==> src/gpio8_defines.svh <==
`ifndef GPIO8_DEFINES_SVH
`define GPIO8_DEFINES_SVH

// Register offsets
`define ADDR_DATA 8'h00
`define ADDR_DIR 8'h01
`define ADDR_PULLUP 8'h02
`define ADDR_PULLDOWN 8'h03
`define ADDR_MASK 8'h05
`define ADDR_SENSE_HI 8'h06
`define ADDR_SENSE_LO 8'h07
`define ADDR_IRQ_SRC 8'h08
`define ADDR_EVENTS 8'h09
`define ADDR_MODE 8'h10
`define ADDR_TABLE0 8'h11
`define ADDR_TABLE1 8'h12
`define ADDR_TABLE2 8'h13

// Reset values
`define RST_ONES 8'hFF
`define RST_ZERO 8'h00
`define RST_MODE 2'h0

// Edge sense coding: bit 0 rising, bit 1 falling
`define SENSE_RISE_BIT 0
`define SENSE_FALL_BIT 1

// Lookup mode field positions and codes
`define F_UPPER_MODE 5:4
`define F_LOWER_MODE 1:0
`define MODE_LUT2 2'h1
`define MODE_LUT3 2'h2

// Lookup pins and index fields
`define PIN_LUT2_HI 6
`define PIN_LUT3_HI 7
`define PIN_LUT2_LO 2
`define PIN_LUT3_LO 3
`define F_HI_PAIR 5:4
`define F_HI_TRIO 6:4
`define F_LO_PAIR 1:0
`define F_LO_TRIO 2:0
`define TBL_HI_HALF 1'h1
`define TBL_LO_HALF 1'h0

// Serial port: device address is arbitrary
`define DEV_ADDR 7'h20
`define BITS_PER_BYTE 4'h8
`define PTR_STEP 8'h01

`endif

==> src/gpio8_pkg.sv <==
package gpio8_pkg;

    typedef enum logic [2:0] {
        SER_IDLE,
        SER_ADDR,
        SER_ACK_ADDR,
        SER_WRITE,
        SER_ACK_WR,
        SER_READ,
        SER_ACK_RD
    } ser_state_t;

endpackage

==> src/gpio8_port.sv <==
`timescale 1ns/100ps
`include "gpio8_defines.svh"

module gpio8_port (
    // Clock and reset
    input wire logic clk_sys_i,
    input wire logic rst_i,
    // Serial host pins
    input wire logic scl_i,
    input wire logic sda_i,
    output logic sda_o,
    output logic sda_oe_o,
    // General purpose pins
    input wire logic [7:0] io_i,
    output logic [7:0] io_o,
    output logic [7:0] io_oe_o,
    output logic [7:0] pullup_en_o,
    output logic [7:0] pulldown_en_o,
    // Open-drain interrupt line
    output logic irq_out_n_o,
    output logic irq_out_n_oe_o
);

    logic [7:0] rd_addr, wr_addr, wr_data, rd_data;
    logic wr_stb;

    logic [7:0] pin_level_value_q, pin_level_value_d;
    logic [7:0] pin_direction_q, pin_direction_d;
    logic [7:0] pullup_enable_q, pullup_enable_d;
    logic [7:0] pulldown_enable_q, pulldown_enable_d;
    logic [7:0] irq_block_mask_q, irq_block_mask_d;
    logic [7:0] edge_select_upper_q, edge_select_upper_d;
    logic [7:0] edge_select_lower_q, edge_select_lower_d;
    logic [1:0] upper_nibble_lookup_mode_q, upper_nibble_lookup_mode_d;
    logic [1:0] lower_nibble_lookup_mode_q, lower_nibble_lookup_mode_d;
    logic [7:0] two_input_truth_table_q, two_input_truth_table_d;
    logic [7:0] upper_trio_table_q, upper_trio_table_d;
    logic [7:0] lower_trio_table_q, lower_trio_table_d;

    logic [7:0] irq_pending_flags_q, irq_pending_flags_d;
    logic [7:0] edge_seen_flags_q, edge_seen_flags_d;
    logic [7:0] prev_q;
    logic primed_q;
    logic [7:0] hit, sense_chg, w1c;
    logic [15:0] sense_q, sense_d;

    logic [7:0] pin_out_d, pin_oe_d;
    logic irq_oe_d;

    // Serial register access
    ser_reg_port u_ser (
        .clk_sys_i(clk_sys_i),
        .rst_i(rst_i),
        .scl_i(scl_i),
        .sda_i(sda_i),
        .sda_o(sda_o),
        .sda_oe_o(sda_oe_o),
        .rd_data_i(rd_data),
        .rd_addr_o(rd_addr),
        .wr_addr_o(wr_addr),
        .wr_data_o(wr_data),
        .wr_stb_o(wr_stb)
    );

    // Configuration register writes
    always_comb begin
        pin_level_value_d = pin_level_value_q;
        pin_direction_d = pin_direction_q;
        pullup_enable_d = pullup_enable_q;
        pulldown_enable_d = pulldown_enable_q;
        irq_block_mask_d = irq_block_mask_q;
        edge_select_upper_d = edge_select_upper_q;
        edge_select_lower_d = edge_select_lower_q;
        upper_nibble_lookup_mode_d = upper_nibble_lookup_mode_q;
        lower_nibble_lookup_mode_d = lower_nibble_lookup_mode_q;
        two_input_truth_table_d = two_input_truth_table_q;
        upper_trio_table_d = upper_trio_table_q;
        lower_trio_table_d = lower_trio_table_q;
        if (wr_stb) begin
            case (wr_addr)
                `ADDR_DATA: pin_level_value_d = wr_data;
                `ADDR_DIR: pin_direction_d = wr_data;
                `ADDR_PULLUP: pullup_enable_d = wr_data;
                `ADDR_PULLDOWN: pulldown_enable_d = wr_data;
                `ADDR_MASK: irq_block_mask_d = wr_data;
                `ADDR_SENSE_HI: edge_select_upper_d = wr_data;
                `ADDR_SENSE_LO: edge_select_lower_d = wr_data;
                `ADDR_MODE: begin
                    // Reserved bits are dropped and read as zero
                    upper_nibble_lookup_mode_d = wr_data[`F_UPPER_MODE];
                    lower_nibble_lookup_mode_d = wr_data[`F_LOWER_MODE];
                end
                `ADDR_TABLE0: two_input_truth_table_d = wr_data;
                `ADDR_TABLE1: upper_trio_table_d = wr_data;
                `ADDR_TABLE2: lower_trio_table_d = wr_data;
                default: begin
                end
            endcase
        end
    end

    // Configuration registers
    always_ff @(posedge clk_sys_i or posedge rst_i) begin
        if (rst_i) begin
            pin_level_value_q <= `RST_ONES;
            pin_direction_q <= `RST_ONES;
            pullup_enable_q <= `RST_ZERO;
            pulldown_enable_q <= `RST_ZERO;
            irq_block_mask_q <= `RST_ONES;
            edge_select_upper_q <= `RST_ZERO;
            edge_select_lower_q <= `RST_ZERO;
            upper_nibble_lookup_mode_q <= `RST_MODE;
            lower_nibble_lookup_mode_q <= `RST_MODE;
            two_input_truth_table_q <= `RST_ZERO;
            upper_trio_table_q <= `RST_ZERO;
            lower_trio_table_q <= `RST_ZERO;
        end else begin
            pin_level_value_q <= pin_level_value_d;
            pin_direction_q <= pin_direction_d;
            pullup_enable_q <= pullup_enable_d;
            pulldown_enable_q <= pulldown_enable_d;
            irq_block_mask_q <= irq_block_mask_d;
            edge_select_upper_q <= edge_select_upper_d;
            edge_select_lower_q <= edge_select_lower_d;
            upper_nibble_lookup_mode_q <= upper_nibble_lookup_mode_d;
            lower_nibble_lookup_mode_q <= lower_nibble_lookup_mode_d;
            two_input_truth_table_q <= two_input_truth_table_d;
            upper_trio_table_q <= upper_trio_table_d;
            lower_trio_table_q <= lower_trio_table_d;
        end
    end

    // Sense fields by pin: pin i at bits 2i+1:2i
    assign sense_q = {edge_select_upper_q, edge_select_lower_q};
    assign sense_d = {edge_select_upper_d, edge_select_lower_d};

    // Per-pin edge match and sense change
    genvar gi;
    generate
        for (gi = 0; gi < 8; gi++) begin : g_pin
            logic [1:0] f;
            assign f = sense_q[2*gi +: 2];
            assign hit[gi] = primed_q & (
                (f[`SENSE_RISE_BIT] & io_i[gi] & ~prev_q[gi]) |
                (f[`SENSE_FALL_BIT] & ~io_i[gi] & prev_q[gi]));
            assign sense_chg[gi] =
                (sense_d[2*gi +: 2] != f);
        end
    endgenerate

    // Write-one-to-clear from either flag register
    assign w1c = (wr_stb && (wr_addr == `ADDR_IRQ_SRC ||
                 wr_addr == `ADDR_EVENTS)) ? wr_data : `RST_ZERO;

    // Flag update: a new edge wins over a clear in the same cycle
    always_comb begin
        edge_seen_flags_d = (edge_seen_flags_q & ~w1c & ~sense_chg)
                            | hit;
        irq_pending_flags_d = (irq_pending_flags_q & ~w1c & ~sense_chg)
                              | (hit & ~irq_block_mask_q);
        irq_oe_d = |irq_pending_flags_d;
    end

    // Flag and edge history registers
    always_ff @(posedge clk_sys_i or posedge rst_i) begin
        if (rst_i) begin
            edge_seen_flags_q <= `RST_ZERO;
            irq_pending_flags_q <= `RST_ZERO;
            prev_q <= `RST_ZERO;
            primed_q <= 1'b0;
            irq_out_n_oe_o <= 1'b0;
            irq_out_n_o <= 1'b0;
        end else begin
            edge_seen_flags_q <= edge_seen_flags_d;
            irq_pending_flags_q <= irq_pending_flags_d;
            prev_q <= io_i;
            primed_q <= 1'b1;
            irq_out_n_oe_o <= irq_oe_d;
            irq_out_n_o <= 1'b0;
        end
    end

    // Pin drive: data latch, overridden by lookup logic
    always_comb begin
        pin_out_d = pin_level_value_q;
        pin_oe_d = ~pin_direction_q;
        case (upper_nibble_lookup_mode_q)
            `MODE_LUT2: begin
                pin_out_d[`PIN_LUT2_HI] = two_input_truth_table_q[
                    {`TBL_HI_HALF, io_i[`F_HI_PAIR]}];
                pin_oe_d[`PIN_LUT2_HI] = 1'b1;
            end
            `MODE_LUT3: begin
                pin_out_d[`PIN_LUT3_HI] =
                    upper_trio_table_q[io_i[`F_HI_TRIO]];
                pin_oe_d[`PIN_LUT3_HI] = 1'b1;
            end
            default: begin
            end
        endcase
        case (lower_nibble_lookup_mode_q)
            `MODE_LUT2: begin
                pin_out_d[`PIN_LUT2_LO] = two_input_truth_table_q[
                    {`TBL_LO_HALF, io_i[`F_LO_PAIR]}];
                pin_oe_d[`PIN_LUT2_LO] = 1'b1;
            end
            `MODE_LUT3: begin
                pin_out_d[`PIN_LUT3_LO] =
                    lower_trio_table_q[io_i[`F_LO_TRIO]];
                pin_oe_d[`PIN_LUT3_LO] = 1'b1;
            end
            default: begin
            end
        endcase
    end

    // Registered pin outputs
    always_ff @(posedge clk_sys_i or posedge rst_i) begin
        if (rst_i) begin
            io_o <= `RST_ONES;
            io_oe_o <= `RST_ZERO;
            pullup_en_o <= `RST_ZERO;
            pulldown_en_o <= `RST_ZERO;
        end else begin
            io_o <= pin_out_d;
            io_oe_o <= pin_oe_d;
            pullup_en_o <= pullup_enable_q;
            pulldown_en_o <= pulldown_enable_q;
        end
    end

    // Read mux; unmapped and reserved addresses read zero
    always_comb begin
        case (rd_addr)
            `ADDR_DATA: rd_data = io_i;
            `ADDR_DIR: rd_data = pin_direction_q;
            `ADDR_PULLUP: rd_data = pullup_enable_q;
            `ADDR_PULLDOWN: rd_data = pulldown_enable_q;
            `ADDR_MASK: rd_data = irq_block_mask_q;
            `ADDR_SENSE_HI: rd_data = edge_select_upper_q;
            `ADDR_SENSE_LO: rd_data = edge_select_lower_q;
            `ADDR_IRQ_SRC: rd_data = irq_pending_flags_q;
            `ADDR_EVENTS: rd_data = edge_seen_flags_q;
            `ADDR_MODE: rd_data = {2'h0, upper_nibble_lookup_mode_q,
                                   2'h0, lower_nibble_lookup_mode_q};
            `ADDR_TABLE0: rd_data = two_input_truth_table_q;
            `ADDR_TABLE1: rd_data = upper_trio_table_q;
            `ADDR_TABLE2: rd_data = lower_trio_table_q;
            default: rd_data = `RST_ZERO;
        endcase
    end

endmodule // gpio8_port

==> src/ser_reg_port.sv <==
`timescale 1ns/100ps
`include "gpio8_defines.svh"

module ser_reg_port (
    // Clock and reset
    input wire logic clk_sys_i,
    input wire logic rst_i,
    // Two-wire serial pins
    input wire logic scl_i,
    input wire logic sda_i,
    output logic sda_o,
    output logic sda_oe_o,
    // Register side
    input wire logic [7:0] rd_data_i,
    output logic [7:0] rd_addr_o,
    output logic [7:0] wr_addr_o,
    output logic [7:0] wr_data_o,
    output logic wr_stb_o
);

    gpio8_pkg::ser_state_t st_q, st_d;
    logic [3:0] cnt_q, cnt_d;
    logic [7:0] sh_q, sh_d;
    logic [7:0] ptr_q, ptr_d;
    logic [7:0] wadr_q, wadr_d;
    logic [7:0] wdat_q, wdat_d;
    logic wstb_q, wstb_d;
    logic rw_q, rw_d;
    logic first_q, first_d;
    logic mack_q, mack_d;
    logic oe_q, oe_d;
    logic scl_q, sda_q;
    logic scl_rise, scl_fall, start_c, stop_c;

    // Bus condition detection against last samples
    assign scl_rise = scl_i & ~scl_q;
    assign scl_fall = ~scl_i & scl_q;
    assign start_c = scl_i & scl_q & sda_q & ~sda_i;
    assign stop_c = scl_i & scl_q & ~sda_q & sda_i;

    // Byte engine with auto-incrementing register pointer
    always_comb begin
        st_d = st_q;
        cnt_d = cnt_q;
        sh_d = sh_q;
        ptr_d = ptr_q;
        wadr_d = wadr_q;
        wdat_d = wdat_q;
        wstb_d = 1'b0;
        rw_d = rw_q;
        first_d = first_q;
        mack_d = mack_q;
        oe_d = oe_q;
        if (stop_c) begin
            st_d = gpio8_pkg::SER_IDLE;
            oe_d = 1'b0;
        end else if (start_c) begin
            st_d = gpio8_pkg::SER_ADDR;
            cnt_d = 4'h0;
            oe_d = 1'b0;
        end else begin
            case (st_q)
                gpio8_pkg::SER_IDLE: begin
                    oe_d = 1'b0;
                end
                gpio8_pkg::SER_ADDR, gpio8_pkg::SER_WRITE: begin
                    if (scl_rise) begin
                        sh_d = {sh_q[6:0], sda_i};
                        cnt_d = cnt_q + 4'h1;
                    end else if (scl_fall && cnt_q == `BITS_PER_BYTE) begin
                        oe_d = 1'b1; // Acknowledge
                        if (st_q == gpio8_pkg::SER_ADDR) begin
                            if (sh_q[7:1] == `DEV_ADDR) begin
                                rw_d = sh_q[0];
                                st_d = gpio8_pkg::SER_ACK_ADDR;
                            end else begin
                                oe_d = 1'b0;
                                st_d = gpio8_pkg::SER_IDLE;
                            end
                        end else begin
                            st_d = gpio8_pkg::SER_ACK_WR;
                            if (first_q) begin
                                ptr_d = sh_q;
                                first_d = 1'b0;
                            end else begin
                                wadr_d = ptr_q;
                                wdat_d = sh_q;
                                wstb_d = 1'b1;
                                ptr_d = ptr_q + `PTR_STEP;
                            end
                        end
                    end
                end
                gpio8_pkg::SER_ACK_ADDR: begin
                    if (scl_fall) begin
                        cnt_d = 4'h0;
                        if (rw_q) begin
                            sh_d = rd_data_i;
                            oe_d = ~rd_data_i[7];
                            st_d = gpio8_pkg::SER_READ;
                        end else begin
                            oe_d = 1'b0;
                            first_d = 1'b1;
                            st_d = gpio8_pkg::SER_WRITE;
                        end
                    end
                end
                gpio8_pkg::SER_ACK_WR: begin
                    if (scl_fall) begin
                        oe_d = 1'b0;
                        cnt_d = 4'h0;
                        st_d = gpio8_pkg::SER_WRITE;
                    end
                end
                gpio8_pkg::SER_READ: begin
                    if (scl_rise) begin
                        cnt_d = cnt_q + 4'h1;
                    end else if (scl_fall) begin
                        if (cnt_q == `BITS_PER_BYTE) begin
                            oe_d = 1'b0;
                            ptr_d = ptr_q + `PTR_STEP;
                            st_d = gpio8_pkg::SER_ACK_RD;
                        end else begin
                            sh_d = {sh_q[6:0], 1'b0};
                            oe_d = ~sh_q[6];
                        end
                    end
                end
                gpio8_pkg::SER_ACK_RD: begin
                    if (scl_rise) begin
                        mack_d = ~sda_i;
                    end else if (scl_fall) begin
                        if (mack_q) begin
                            sh_d = rd_data_i;
                            oe_d = ~rd_data_i[7];
                            cnt_d = 4'h0;
                            st_d = gpio8_pkg::SER_READ;
                        end else begin
                            st_d = gpio8_pkg::SER_IDLE;
                        end
                    end
                end
                default: begin
                    st_d = gpio8_pkg::SER_IDLE;
                    oe_d = 1'b0;
                end
            endcase
        end
    end

    // State registers
    always_ff @(posedge clk_sys_i or posedge rst_i) begin
        if (rst_i) begin
            st_q <= gpio8_pkg::SER_IDLE;
            cnt_q <= 4'h0;
            sh_q <= 8'h00;
            ptr_q <= 8'h00;
            wadr_q <= 8'h00;
            wdat_q <= 8'h00;
            wstb_q <= 1'b0;
            rw_q <= 1'b0;
            first_q <= 1'b0;
            mack_q <= 1'b0;
            oe_q <= 1'b0;
            scl_q <= 1'b1;
            sda_q <= 1'b1;
            sda_o <= 1'b0;
        end else begin
            st_q <= st_d;
            cnt_q <= cnt_d;
            sh_q <= sh_d;
            ptr_q <= ptr_d;
            wadr_q <= wadr_d;
            wdat_q <= wdat_d;
            wstb_q <= wstb_d;
            rw_q <= rw_d;
            first_q <= first_d;
            mack_q <= mack_d;
            oe_q <= oe_d;
            scl_q <= scl_i;
            sda_q <= sda_i;
            sda_o <= 1'b0; // Open drain: only ever pulls low
        end
    end

    assign sda_oe_o = oe_q;
    assign rd_addr_o = ptr_q;
    assign wr_addr_o = wadr_q;
    assign wr_data_o = wdat_q;
    assign wr_stb_o = wstb_q;

endmodule // ser_reg_port

==> config.mk <==
export PLATFORM = sky130hd
export DESIGN_NAME = gpio8_port
export DESIGN_NICKNAME = d
export VERILOG_FILES = /design/src/gpio8_pkg.sv /design/src/gpio8_port.sv /design/src/ser_reg_port.sv
export VERILOG_INCLUDE_DIRS = /design/src
export SDC_FILE = /design/constraint.sdc
export NUM_CORES = 1
export LEC_CHECK = 0
export BUFFER_PORTS_ARGS = -buffer_cell sky130_fd_sc_hd__clkbuf_2
export CAP_MARGIN = 10
export CORE_UTILIZATION = 47
export CTS_BUF_LIST = sky130_fd_sc_hd__clkbuf_8
export DETAILED_ROUTE_END_ITERATION = 6
export GPL_TIMING_DRIVEN = 0
export PLACE_DENSITY = 0.66
export SLEW_MARGIN = 20
export SYNTH_ARGS = -nofsm -noshare
export SYNTH_HDL_FRONTEND = slang
export SYNTH_SLANG_ARGS = --single-unit
==> constraint.sdc <==
create_clock -name clk_sys_i -period 5.65 [get_ports clk_sys_i]
set_input_delay 0.2825 -clock clk_sys_i [delete_from_list [all_inputs] [get_ports clk_sys_i]]
set_output_delay 0.2825 -clock clk_sys_i [all_outputs]
set_load 0.01 [all_outputs]
==> metrics.txt, run 1 <==
die width 140 µm; f_max 286 MHz; post-route design area 9980 µm²; critical path's top delay family compound AO/OA/AOI/OAI gates; CP max stage cell a2111oi_0; Slew HR 12.8%; grt total ovfl 0; area leader, netlist dfrtp_1; share of the synthesized area in the top cell type 43.2%; Max VDD drop 0.000228 V; post-synthesis sequential area ratio 53.2%; clock tree from TritonCTS done; dpl hpwl 17.2 mm; Final Slew Violations 0; async set-reset flop share out of synthesis 100%; Pwr Density 279 nW/µm²; final period utilization 61.8%; CP Capture Type flip-flop; chip height 140 µm; CTS Buffer Depth 2; Core ar. 18600 µm²; Post-CTS Setup Inserts 0; status finished, violations left; Fillers 1674; Clock Pin Slew Worst Setup and Hold Paths 110 ps; vias per cell 6.01; failing checks design-rule violations; area delta synth->final 11.7%; layout cells sized above 1 29.3%; die area 19600 µm²; first-pass GRT wire length 38.4 mm; post-route ant nets 0; setup ws final 2160 ps; Final #Nets 865; worst skew pair latency 480 ps; Final Hold Viols 0; Ys Warns 0; setup violators final 0; Pleak 0.00440 µW; Worst EP required 5960 ps; count of cell types in the netlist 73; CTS sink cnt 188; final setup TNS 0 ps; Routability Congestion 0.913; worst-path maximum fanout 10; initial antenna violation count 0; total iterations of the first detailed-routing run 7; total CTS buffers 17; Tmin final 3490 ps; post-synthesis cell count 773; CTS Hold Bufs 7; critical path's most frequent cell clkbuf_1; DRC viols 3; WP data arrival 3810 ps; H-tree Lvls 4; clock root buffer clkbuf_8; CP Launch Type flip-flop; Total Routing Usage GR 26.5%; via count 6580; Synth Register Bits 188; unrepaired setup endpoints after global routing false; port bufs 45; Pwr Total 2780 µW; tightest hold margin 55.0 ps; placed cell area 9510 µm²; initial core utilization 47.9%; Top FF cell, synth dfrtp_1; cell row count 50; Max-cap violations 0; Ports 48; crit path kind reg -> reg; Slew @ Worst Pin 1280 ps; vias in the first global route 6504; CP Cell Sequence inv_1 > ha_1 > clkbuf_1 > clkbuf_1 > a22oi_1 > nor2_1 > a2111oi_0 > o221ai_1; largest net degree at the start of global routing 72; Buf/Inv on CP 3; critical path's largest stage delay 1060 ps; ANT cells 0; clock skew 13.7 ps; Total Wirelength 24.4 mm; top cells by area, synth dfrtp_1, mux2_2, dfstp_2; synthesized area per cell 11.6 µm²; synthesized cell area 8930 µm²; HP Class in -> reg; Post-Place Worst Slack 2380 ps; post_cts resized 0; number of DRC markers in iteration 0 726; Routed wire per std cell 22.3 µm; Post-synth EDFFs 0
synth_stat cells (4+ instances only):
cell / n
dfrtp_1: 154
mux2_2: 94
nand2_1: 72
o21ai_0: 45
clkbuf_1: 35
dfstp_2: 34
nor2_1: 31
inv_1: 25
a21oi_1: 24
a22oi_1: 21
o22ai_1: 19
a22o_1: 14
nand2b_1: 13
nand3_1: 13
xnor2_1: 13
nor3_1: 12
a222oi_1: 9
and2_1: 8
nand3b_1: 7
o221ai_1: 7
ha_1: 6
mux4_2: 6
nor2b_1: 6
buf_2: 5
buf_4: 5
mux2i_1: 5
a2111oi_0: 4
a211oi_1: 4
a221oi_1: 4
xor2_1: 4
placed cells by master, fill, tap and decap left out, types with 6 or more instances in the layout:
master           n
dfrtp_1        154
mux2_2          94
nand2_1         72
o21ai_0         45
clkbuf_2        45
clkbuf_1        35
dfstp_2         34
nor2_1          31
inv_1           24
a21oi_1         24
a22oi_1         21
o22ai_1         19
clkbuf_8        17
a22o_1          14
nand2b_1        13
xnor2_1         13
nand3_1         13
nor3_1          12
a222oi_1         9
and2_1           8
nand3b_1         7
o221ai_1         7
dlygate4sd3_1    7
nor2b_1          6
mux4_2           6
ha_1             6
worst paths after layout:
| check | startpoint | endpoint | slack (ps) | cells after the start |
|---|---|---|---|---|
| max | u_ser.rd_addr_o[0]$_DFFE_PP0P_ | u_ser.sh_q[5]$_DFFE_PP0P_ | 2160 | 8 |
| min | io_i[1] | prev_q[1]$_DFF_PP0_ | 50 | 1 |
| max reg2reg | u_ser.rd_addr_o[0]$_DFFE_PP0P_ | u_ser.sh_q[5]$_DFFE_PP0P_ | 2160 | 8 |
| min reg2reg | pin_level_value_q[5]$_DFFE_PP1P_ | io_o[5]$_DFF_PP1_ | 370 | 0 |
| max in group asynchronous | rst_i | io_o[7]$_DFF_PP1_ | 4250 | 5 |
| min in group asynchronous | rst_i | u_ser.wr_addr_o[7]$_DFFE_PP0P_ | 370 | 3 |
layer usage:
metal	track usage, %	part of all wire, %	up-vias
met3	5.78	7.2	33
met5	0	0	-
li1	-	-	2969
met2	41.4	47	258
met1	36.5	44	3320
met4	8.96	2.0	0
stage by stage:
step	utilization [%]	instances
6_report	53.5	1094
4_1_cts	53.5	1094
2_1_floorplan	-	774
5_1_grt	53.5	1094
3_3_place_gp	50.7	1053
3_5_place_dp	51.0	1055
power breakdown:
part / switching, µW / internal (µW) / total (µW)
combinational: 255 / 159 / 414
sequential: 76.8 / 1400 / 1480
clock: 529 / 365 / 894
total: 861 / 1920 / 2780
cell type report:
type | instances | area, µm² | share of cell area (%)
buffer | 47 | 209 | 2.09
clock buffer | 17 | 234 | 2.35
clock inverter | 15 | 153 | 1.53
inverter | 25 | 101 | 1.02
multi-input combinational | 514 | 3890 | 39.0
sequential | 188 | 4750 | 47.6
tap | 234 | 293 | 2.93
timing repair buffer | 54 | 350 | 3.51
kinds of logic (layout without fill, tap and decap cells):
kind of cell               Yosys count  count (layout)  share of synthesized area, %
and+or+nand+nor                    201             201                          12.6
DFF                                188             188                          53.2
AOI/OAI and AO/OA                  180             180                          14.1
muxes                              107             107                          14.2
buffers and inverters               72             158                          3.39
xor gates and xnor gates            17              17                          1.67
adders and majority gates            6               6                         0.841
other                                2               3                        0.0841
Note: power is estimated with default switching activity, not from simulation.
==> inputs of run 2 (changes only) <==
--- a/config.mk
+++ b/config.mk
@@ -12,7 +12,6 @@
 export CTS_BUF_LIST = sky130_fd_sc_hd__clkbuf_8
 export DETAILED_ROUTE_END_ITERATION = 6
 export GPL_TIMING_DRIVEN = 0
-export PLACE_DENSITY = 0.66
 export SLEW_MARGIN = 20
 export SYNTH_ARGS = -nofsm -noshare
 export SYNTH_HDL_FRONTEND = slang
==> constraint.sdc (replaced) <==
create_clock -name clk_sys_i -period 3.64 [get_ports clk_sys_i]
set_input_delay 0.182 -clock clk_sys_i [delete_from_list [all_inputs] [get_ports clk_sys_i]]
set_output_delay 0.182 -clock clk_sys_i [all_outputs]
set_load 0.01 [all_outputs]
==> run 2 against run 1 <==
Net effect:
- the run still ends with design-rule violations left
- maximum frequency grew 15%
- total power grew 57%
- core utilization grew 0.58 points
- routed wire length grew 4.4%
==> metrics.txt, run 2 (synthesis results as in run 1) <==
status finished, violations left (unchanged); failing checks design-rule violations (unchanged); Routed wire per std cell 23.1 µm (was 22.3 µm); Total Routing Usage GR 27.8% (was 26.5%); Fillers 1643 (was 1674); Worst EP required 3980 ps (was 5960 ps); HP Class in -> async (was in -> reg); Final Hold Viols 0 (unchanged); setup violators final 0 (unchanged); critical path's most frequent cell clkbuf_1 (unchanged); Multi-input gate area 3890 µm² (about the same); f_max 329 MHz (was 286 MHz); Pleak 0.00445 µW (was 0.00440 µW); grt total ovfl 0 (unchanged); post-route ant nets 0 (unchanged); Total Wirelength 25.5 mm (was 24.4 mm); clock tree from TritonCTS done (unchanged); vias in the first global route 7062 (was 6504); Pwr Density 433 nW/µm² (was 279 nW/µm²); Register-to-Register Setup Slack 600 ps (was 2160 ps); Final Slew Violations 0 (unchanged); commonest non-fill, non-tap cell in the layout dfrtp_1 (unchanged); via count 6783 (was 6580); chip height 140 µm (unchanged); clock skew 17.7 ps (was 13.7 ps); unrepaired setup endpoints after global routing false (unchanged); die width 140 µm (unchanged); vias per cell 6.16 (was 6.01); final period utilization 83.5% (was 61.8%); first-pass GRT wire length 40.5 mm (was 38.4 mm); CP Launch Type flip-flop (unchanged); setup ws final 600 ps (was 2160 ps); Placed Cells 1059 (was 1055); DRC viols 10 (was 3); layout cells sized above 1 29.5% (was 29.3%); FF/Latch Area 4750 µm² (unchanged); final setup TNS 0 ps (unchanged); Max VDD drop 0.000331 V (was 0.000228 V); CTS sink cnt 188 (unchanged); area delta synth->final 12.9% (was 11.7%); Ports 48 (unchanged); die area 19600 µm² (unchanged); Core ar. 18600 µm² (unchanged); cell row count 50 (unchanged); number of DRC markers in iteration 0 694 (was 726); WP data arrival 3380 ps (was 3810 ps); CTS Buffer Depth 2 (unchanged); clock root buffer clkbuf_8 (unchanged); port bufs 45 (unchanged); largest net degree at the start of global routing 35 (was 72); Max-cap violations 0 (unchanged); dpl hpwl 18.2 mm (was 17.2 mm); Routability Congestion 0.920 (was 0.913); crit path kind reg -> reg (unchanged); most frequent cells in the layout dfrtp_1, mux2_2, nand2_1 (unchanged); ANT cells 0 (unchanged); initial core utilization 47.9% (unchanged); worst skew pair latency 490 ps (was 480 ps); CP Capture Type flip-flop (unchanged); Post-CTS Setup Inserts 0 (unchanged); total iterations of the first detailed-routing run 7 (unchanged); critical path's largest stage delay 730 ps (was 1060 ps); initial antenna violation count 0 (unchanged); Clock Pin Slew Worst Setup and Hold Paths 110 ps (about the same); CP Cell Sequence inv_1 > ha_1 > clkbuf_1 > clkbuf_1 > a22oi_1 > nor2_1 > a2111oi_0 > o221ai_1 (unchanged); Tmin final 3040 ps (was 3490 ps); worst-path maximum fanout 10 (unchanged); Post-Place Worst Slack 646 ps (was 2380 ps); tightest hold margin 131 ps (was 55.0 ps); total CTS buffers 17 (unchanged); Post-Layout Cell Count 1102 (was 1094); CP max stage cell a2111oi_0 (unchanged); H-tree Lvls 4 (unchanged); Slew @ Worst Pin 885 ps (was 1280 ps); Slew HR 40.7% (was 12.8%); Final #Nets 873 (was 865); Pwr Total 4370 µW (was 2780 µW)
## run 2: cell types whose count changed in the layout (fill, tap and decap cells not counted)
cell | previous run | this run
nor3_2 | 1 | 2
buf_16 | 2 | 0
dlygate4sd3_1 | 7 | 11
clkinvlp_4 | 3 | 5
nor3_1 | 12 | 11
clkinv_4 | 2 | 1
inv_8 | 4 | 5
inv_1 | 24 | 25
buf_12 | 0 | 6
clkinv_2 | 1 | 0
inv_6 | 5 | 3
## run 2: worst max-delay path: cells and delay by family (launching register included)
kind / cells / cell delay (ps)
AOI/OAI and AO/OA: 3 / 1270
buffers and inverters: 3 / 800
DFF: 1 / 490
adders and majority gates: 1 / 250
and+or+nand+nor: 1 / 80
## run 2: worst paths after layout
kind / start / to / cells after the start
worst max-delay path: u_ser.rd_addr_o[0]$_DFFE_PP0P_ / u_ser.sh_q[5]$_DFFE_PP0P_ / 8
max in group asynchronous: rst_i / u_ser.scl_q$_DFF_PP1_ / 7
min in group clk_sys_i: pin_level_value_q[0]$_DFFE_PP1P_ / io_o[0]$_DFF_PP1_ / 0
worst min-delay path: rst_i / edge_select_lower_q[4]$_DFF_PP0_ / 3
worst min register to register: pin_level_value_q[0]$_DFFE_PP1P_ / io_o[0]$_DFF_PP1_ / 0
worst max register to register: u_ser.rd_addr_o[0]$_DFFE_PP0P_ / u_ser.sh_q[5]$_DFFE_PP0P_ / 8
## run 2: what timing repair did
action,in CTS,in global routing
hold buffers,11,0
resized for setup,0,0
hold endpoints to repair,44,0
## run 2: area by class of cell
cell class / count / share of cell area, %
Buffer: 47 / 2.07
Clock buffer: 17 / 2.32
Clock inverter: 15 / 1.54
Inverter: 25 / 0.968
Multi-Input combinational cell: 514 / 38.6
Sequential cell: 188 / 47.1
Tap cell: 234 / 2.90
Timing Repair Buffer: 62 / 4.52
## run 2: power breakdown
| part | total, µW | internal [µW] | switching (µW) | leakage, µW |
|---|---|---|---|---|
| combinational | 671 | 259 | 412 | 0.00190 |
| clock | 1400 | 568 | 836 | 0.000190 |
| sequential | 2290 | 2170 | 122 | 0.00236 |
| total | 4370 | 3000 | 1370 | 0.00445 |
## run 2: routing by layer
layer	routed length, µm	part of all wire (%)	global-route usage [%]	vias up
li1	-	-	-	2991
met1	10600	42	35.8	3367
met2	11700	46	43.1	332
met3	1830	7.2	6.30	93
met4	1320	5.2	15.8	0
met5	0	0	0	-
## run 2: metrics by stage
step | cell area (µm²) | util [%]
2_1_floorplan | 8940 | -
3_3_place_gp | 9450 | 50.7
3_5_place_dp | 9590 | 51.4
4_1_cts | 10100 | 54.1
5_1_grt | 10100 | 54.1
6_report | 10100 | 54.1
==> inputs of run 3 (changes only) <==
==> constraint.sdc (replaced) <==
create_clock -name clk_sys_i -period 3 [get_ports clk_sys_i]
set_input_delay 0.15 -clock clk_sys_i [delete_from_list [all_inputs] [get_ports clk_sys_i]]
set_output_delay 0.15 -clock clk_sys_i [all_outputs]
set_load 0.01 [all_outputs]
==> run 3 against run 2 <==
Net effect:
- the flow still finishes with violations (design-rule violations)
- routed wire length about the same
- sequential share of layout area down 0.075 points
- cell count unchanged
- critical path depth unchanged
- total power up 21%
- via count up 0.27%
- count of clock-buffer cells in the layout unchanged
- cell area up 0.16%
- maximum frequency up 7.2%
- clock skew up 1.8 ps
- hold slack worse by 36 ps
- non-clock buffer count unchanged
==> metrics.txt, run 3 (synthesis results as in run 1) <==
status finished, violations left (unchanged); failing checks design-rule violations (unchanged); Core ar. 18600 µm² (unchanged); Clock Pin Slew Worst Setup and Hold Paths 110 ps (about the same); HP Class in -> async (unchanged); utilization after layout 54.2% (was 54.1%); CP Capture Type flip-flop (unchanged); vias in the first global route 7062 (unchanged); initial antenna violation count 0 (unchanged); setup ws final 165 ps (was 600 ps); number of DRC markers in iteration 0 774 (was 694); Slew HR 42.5% (was 40.7%); total iterations of the first detailed-routing run 7 (unchanged); Total Wirelength 25.5 mm (about the same); Worst EP required 3360 ps (was 3980 ps); Post-Place Worst Slack 5.95 ps (was 646 ps); grt total ovfl 0 (unchanged); WP data arrival 3200 ps (was 3380 ps); worst skew pair latency 490 ps (about the same); H-tree Lvls 4 (unchanged); Tmin final 2830 ps (was 3040 ps); post-route ant nets 0 (unchanged); initial core utilization 47.9% (unchanged); via count 6801 (was 6783); cell row count 50 (unchanged); Final #Nets 873 (unchanged); FF/Latch Area 4750 µm² (unchanged); port bufs 45 (unchanged); Final Hold Viols 0 (unchanged); final period utilization 94.5% (was 83.5%); most frequent cells in the layout dfrtp_1, mux2_2, nand2_1 (unchanged); Fillers 1640 (was 1643); CTS sink cnt 188 (unchanged); chip height 140 µm (unchanged); unrepaired setup endpoints after global routing false (unchanged); clock tree from TritonCTS done (unchanged); crit path kind reg -> reg (unchanged); Pleak 0.00445 µW (about the same); commonest non-fill, non-tap cell in the layout dfrtp_1 (unchanged); ANT cells 0 (unchanged); Multi-input gate area 3910 µm² (was 3890 µm²); Register-to-Register Setup Slack 170 ps (was 600 ps); worst-path maximum fanout 8 (was 10); f_max 353 MHz (was 329 MHz); post-route design area 10100 µm² (about the same); Pwr Density 524 nW/µm² (was 433 nW/µm²); tightest hold margin 95.4 ps (was 131 ps); total CTS buffers 17 (unchanged); Max-cap violations 0 (unchanged); dpl hpwl 18.2 mm (unchanged); Post-CTS Setup Inserts 0 (unchanged); CP Launch Type flip-flop (unchanged); layout cells sized above 1 29.7% (was 29.5%); die area 19600 µm² (unchanged); Slew @ Worst Pin 863 ps (was 885 ps); largest net degree at the start of global routing 35 (unchanged); clock skew 19.5 ps (was 17.7 ps); clock root buffer clkbuf_8 (unchanged); setup violators final 0 (unchanged); Routability Congestion 0.920 (unchanged); Ports 48 (unchanged); Total Routing Usage GR 27.8% (unchanged); area delta synth->final 13.1% (was 12.9%); die width 140 µm (unchanged); vias per cell 6.17 (was 6.16); Max VDD drop 0.000397 V (was 0.000331 V); DRC viols 1 (was 10); Routed wire per std cell 23.1 µm (about the same); Final Slew Violations 0 (unchanged); first-pass GRT wire length 40.5 mm (about the same); placed cell area 9590 µm² (unchanged); CTS Buffer Depth 2 (unchanged)
run 3: worst paths after layout:
check,to,depth (start not counted),startpoint
max in group asynchronous,u_ser.scl_q$_DFF_PP1_,7,rst_i
worst max register to register,u_ser.sda_oe_o$_DFFE_PP0P_,8,u_ser.rd_addr_o[4]$_DFFE_PP0P_
worst min-delay path,edge_select_lower_q[5]$_DFF_PP0_,3,rst_i
worst min register to register,io_o[4]$_DFF_PP1_,0,pin_level_value_q[4]$_DFFE_PP1P_
worst max-delay path,u_ser.sda_oe_o$_DFFE_PP0P_,8,u_ser.rd_addr_o[4]$_DFFE_PP0P_
min in group clk_sys_i,prev_q[0]$_DFF_PP0_,2,io_i[0]
run 3: stage by stage:
| stage | cells | total power (µW) | TNS [ps] |
|---|---|---|---|
| 2_1_floorplan | 774 | 3360 | 0 |
| 3_3_place_gp | 1053 | 3570 | -93200 |
| 3_5_place_dp | 1059 | 3610 | 0 |
| 4_1_cts | 1102 | 5320 | 0 |
| 5_1_grt | 1102 | 5530 | 0 |
| 6_report | 1102 | 5300 | 0 |
run 3: metal layers:
layer / GRT usage [%] / wire length [µm] / share of wire (%)
met5: 0 / 0 / 0
met4: 15.8 / 1320 / 5.2
met3: 6.30 / 1790 / 7.0
met2: 43.1 / 11800 / 46
met1: 35.9 / 10500 / 41
run 3: power breakdown:
group,internal [µW],total [µW],switching [µW]
logic,314,813,499
registers,2630,2780,149
clock network,689,1700,1010
run 3: worst max-delay path, stage by stage, from the launching register on:
cell	delay, ps
dfrtp_1	520
or4_1	560
clkbuf_1	230
or3b_1	410
clkbuf_1	240
o22ai_1	250
nor2_1	140
a31oi_1	250
o21ai_0	130
run 3: area by class of cell:
type	instances	area share [%]
Timing Repair Buffer	62	4.51
Buffer	47	2.07
Inverter	25	0.966
Clock inverter	15	1.54
Tap cell	234	2.90
Multi-Input combinational cell	514	38.7
Clock buffer	17	2.32
Sequential cell	188	47.0
run 3: timing repair:
| item | 4_1_cts | 5_1_grt |
|---|---|---|
| hold endpoints to repair | 46 | 0 |
| hold buffers | 11 | 0 |
| resized for setup | 1 | 4 |
| setup endpoints to repair | 1 | 9 |
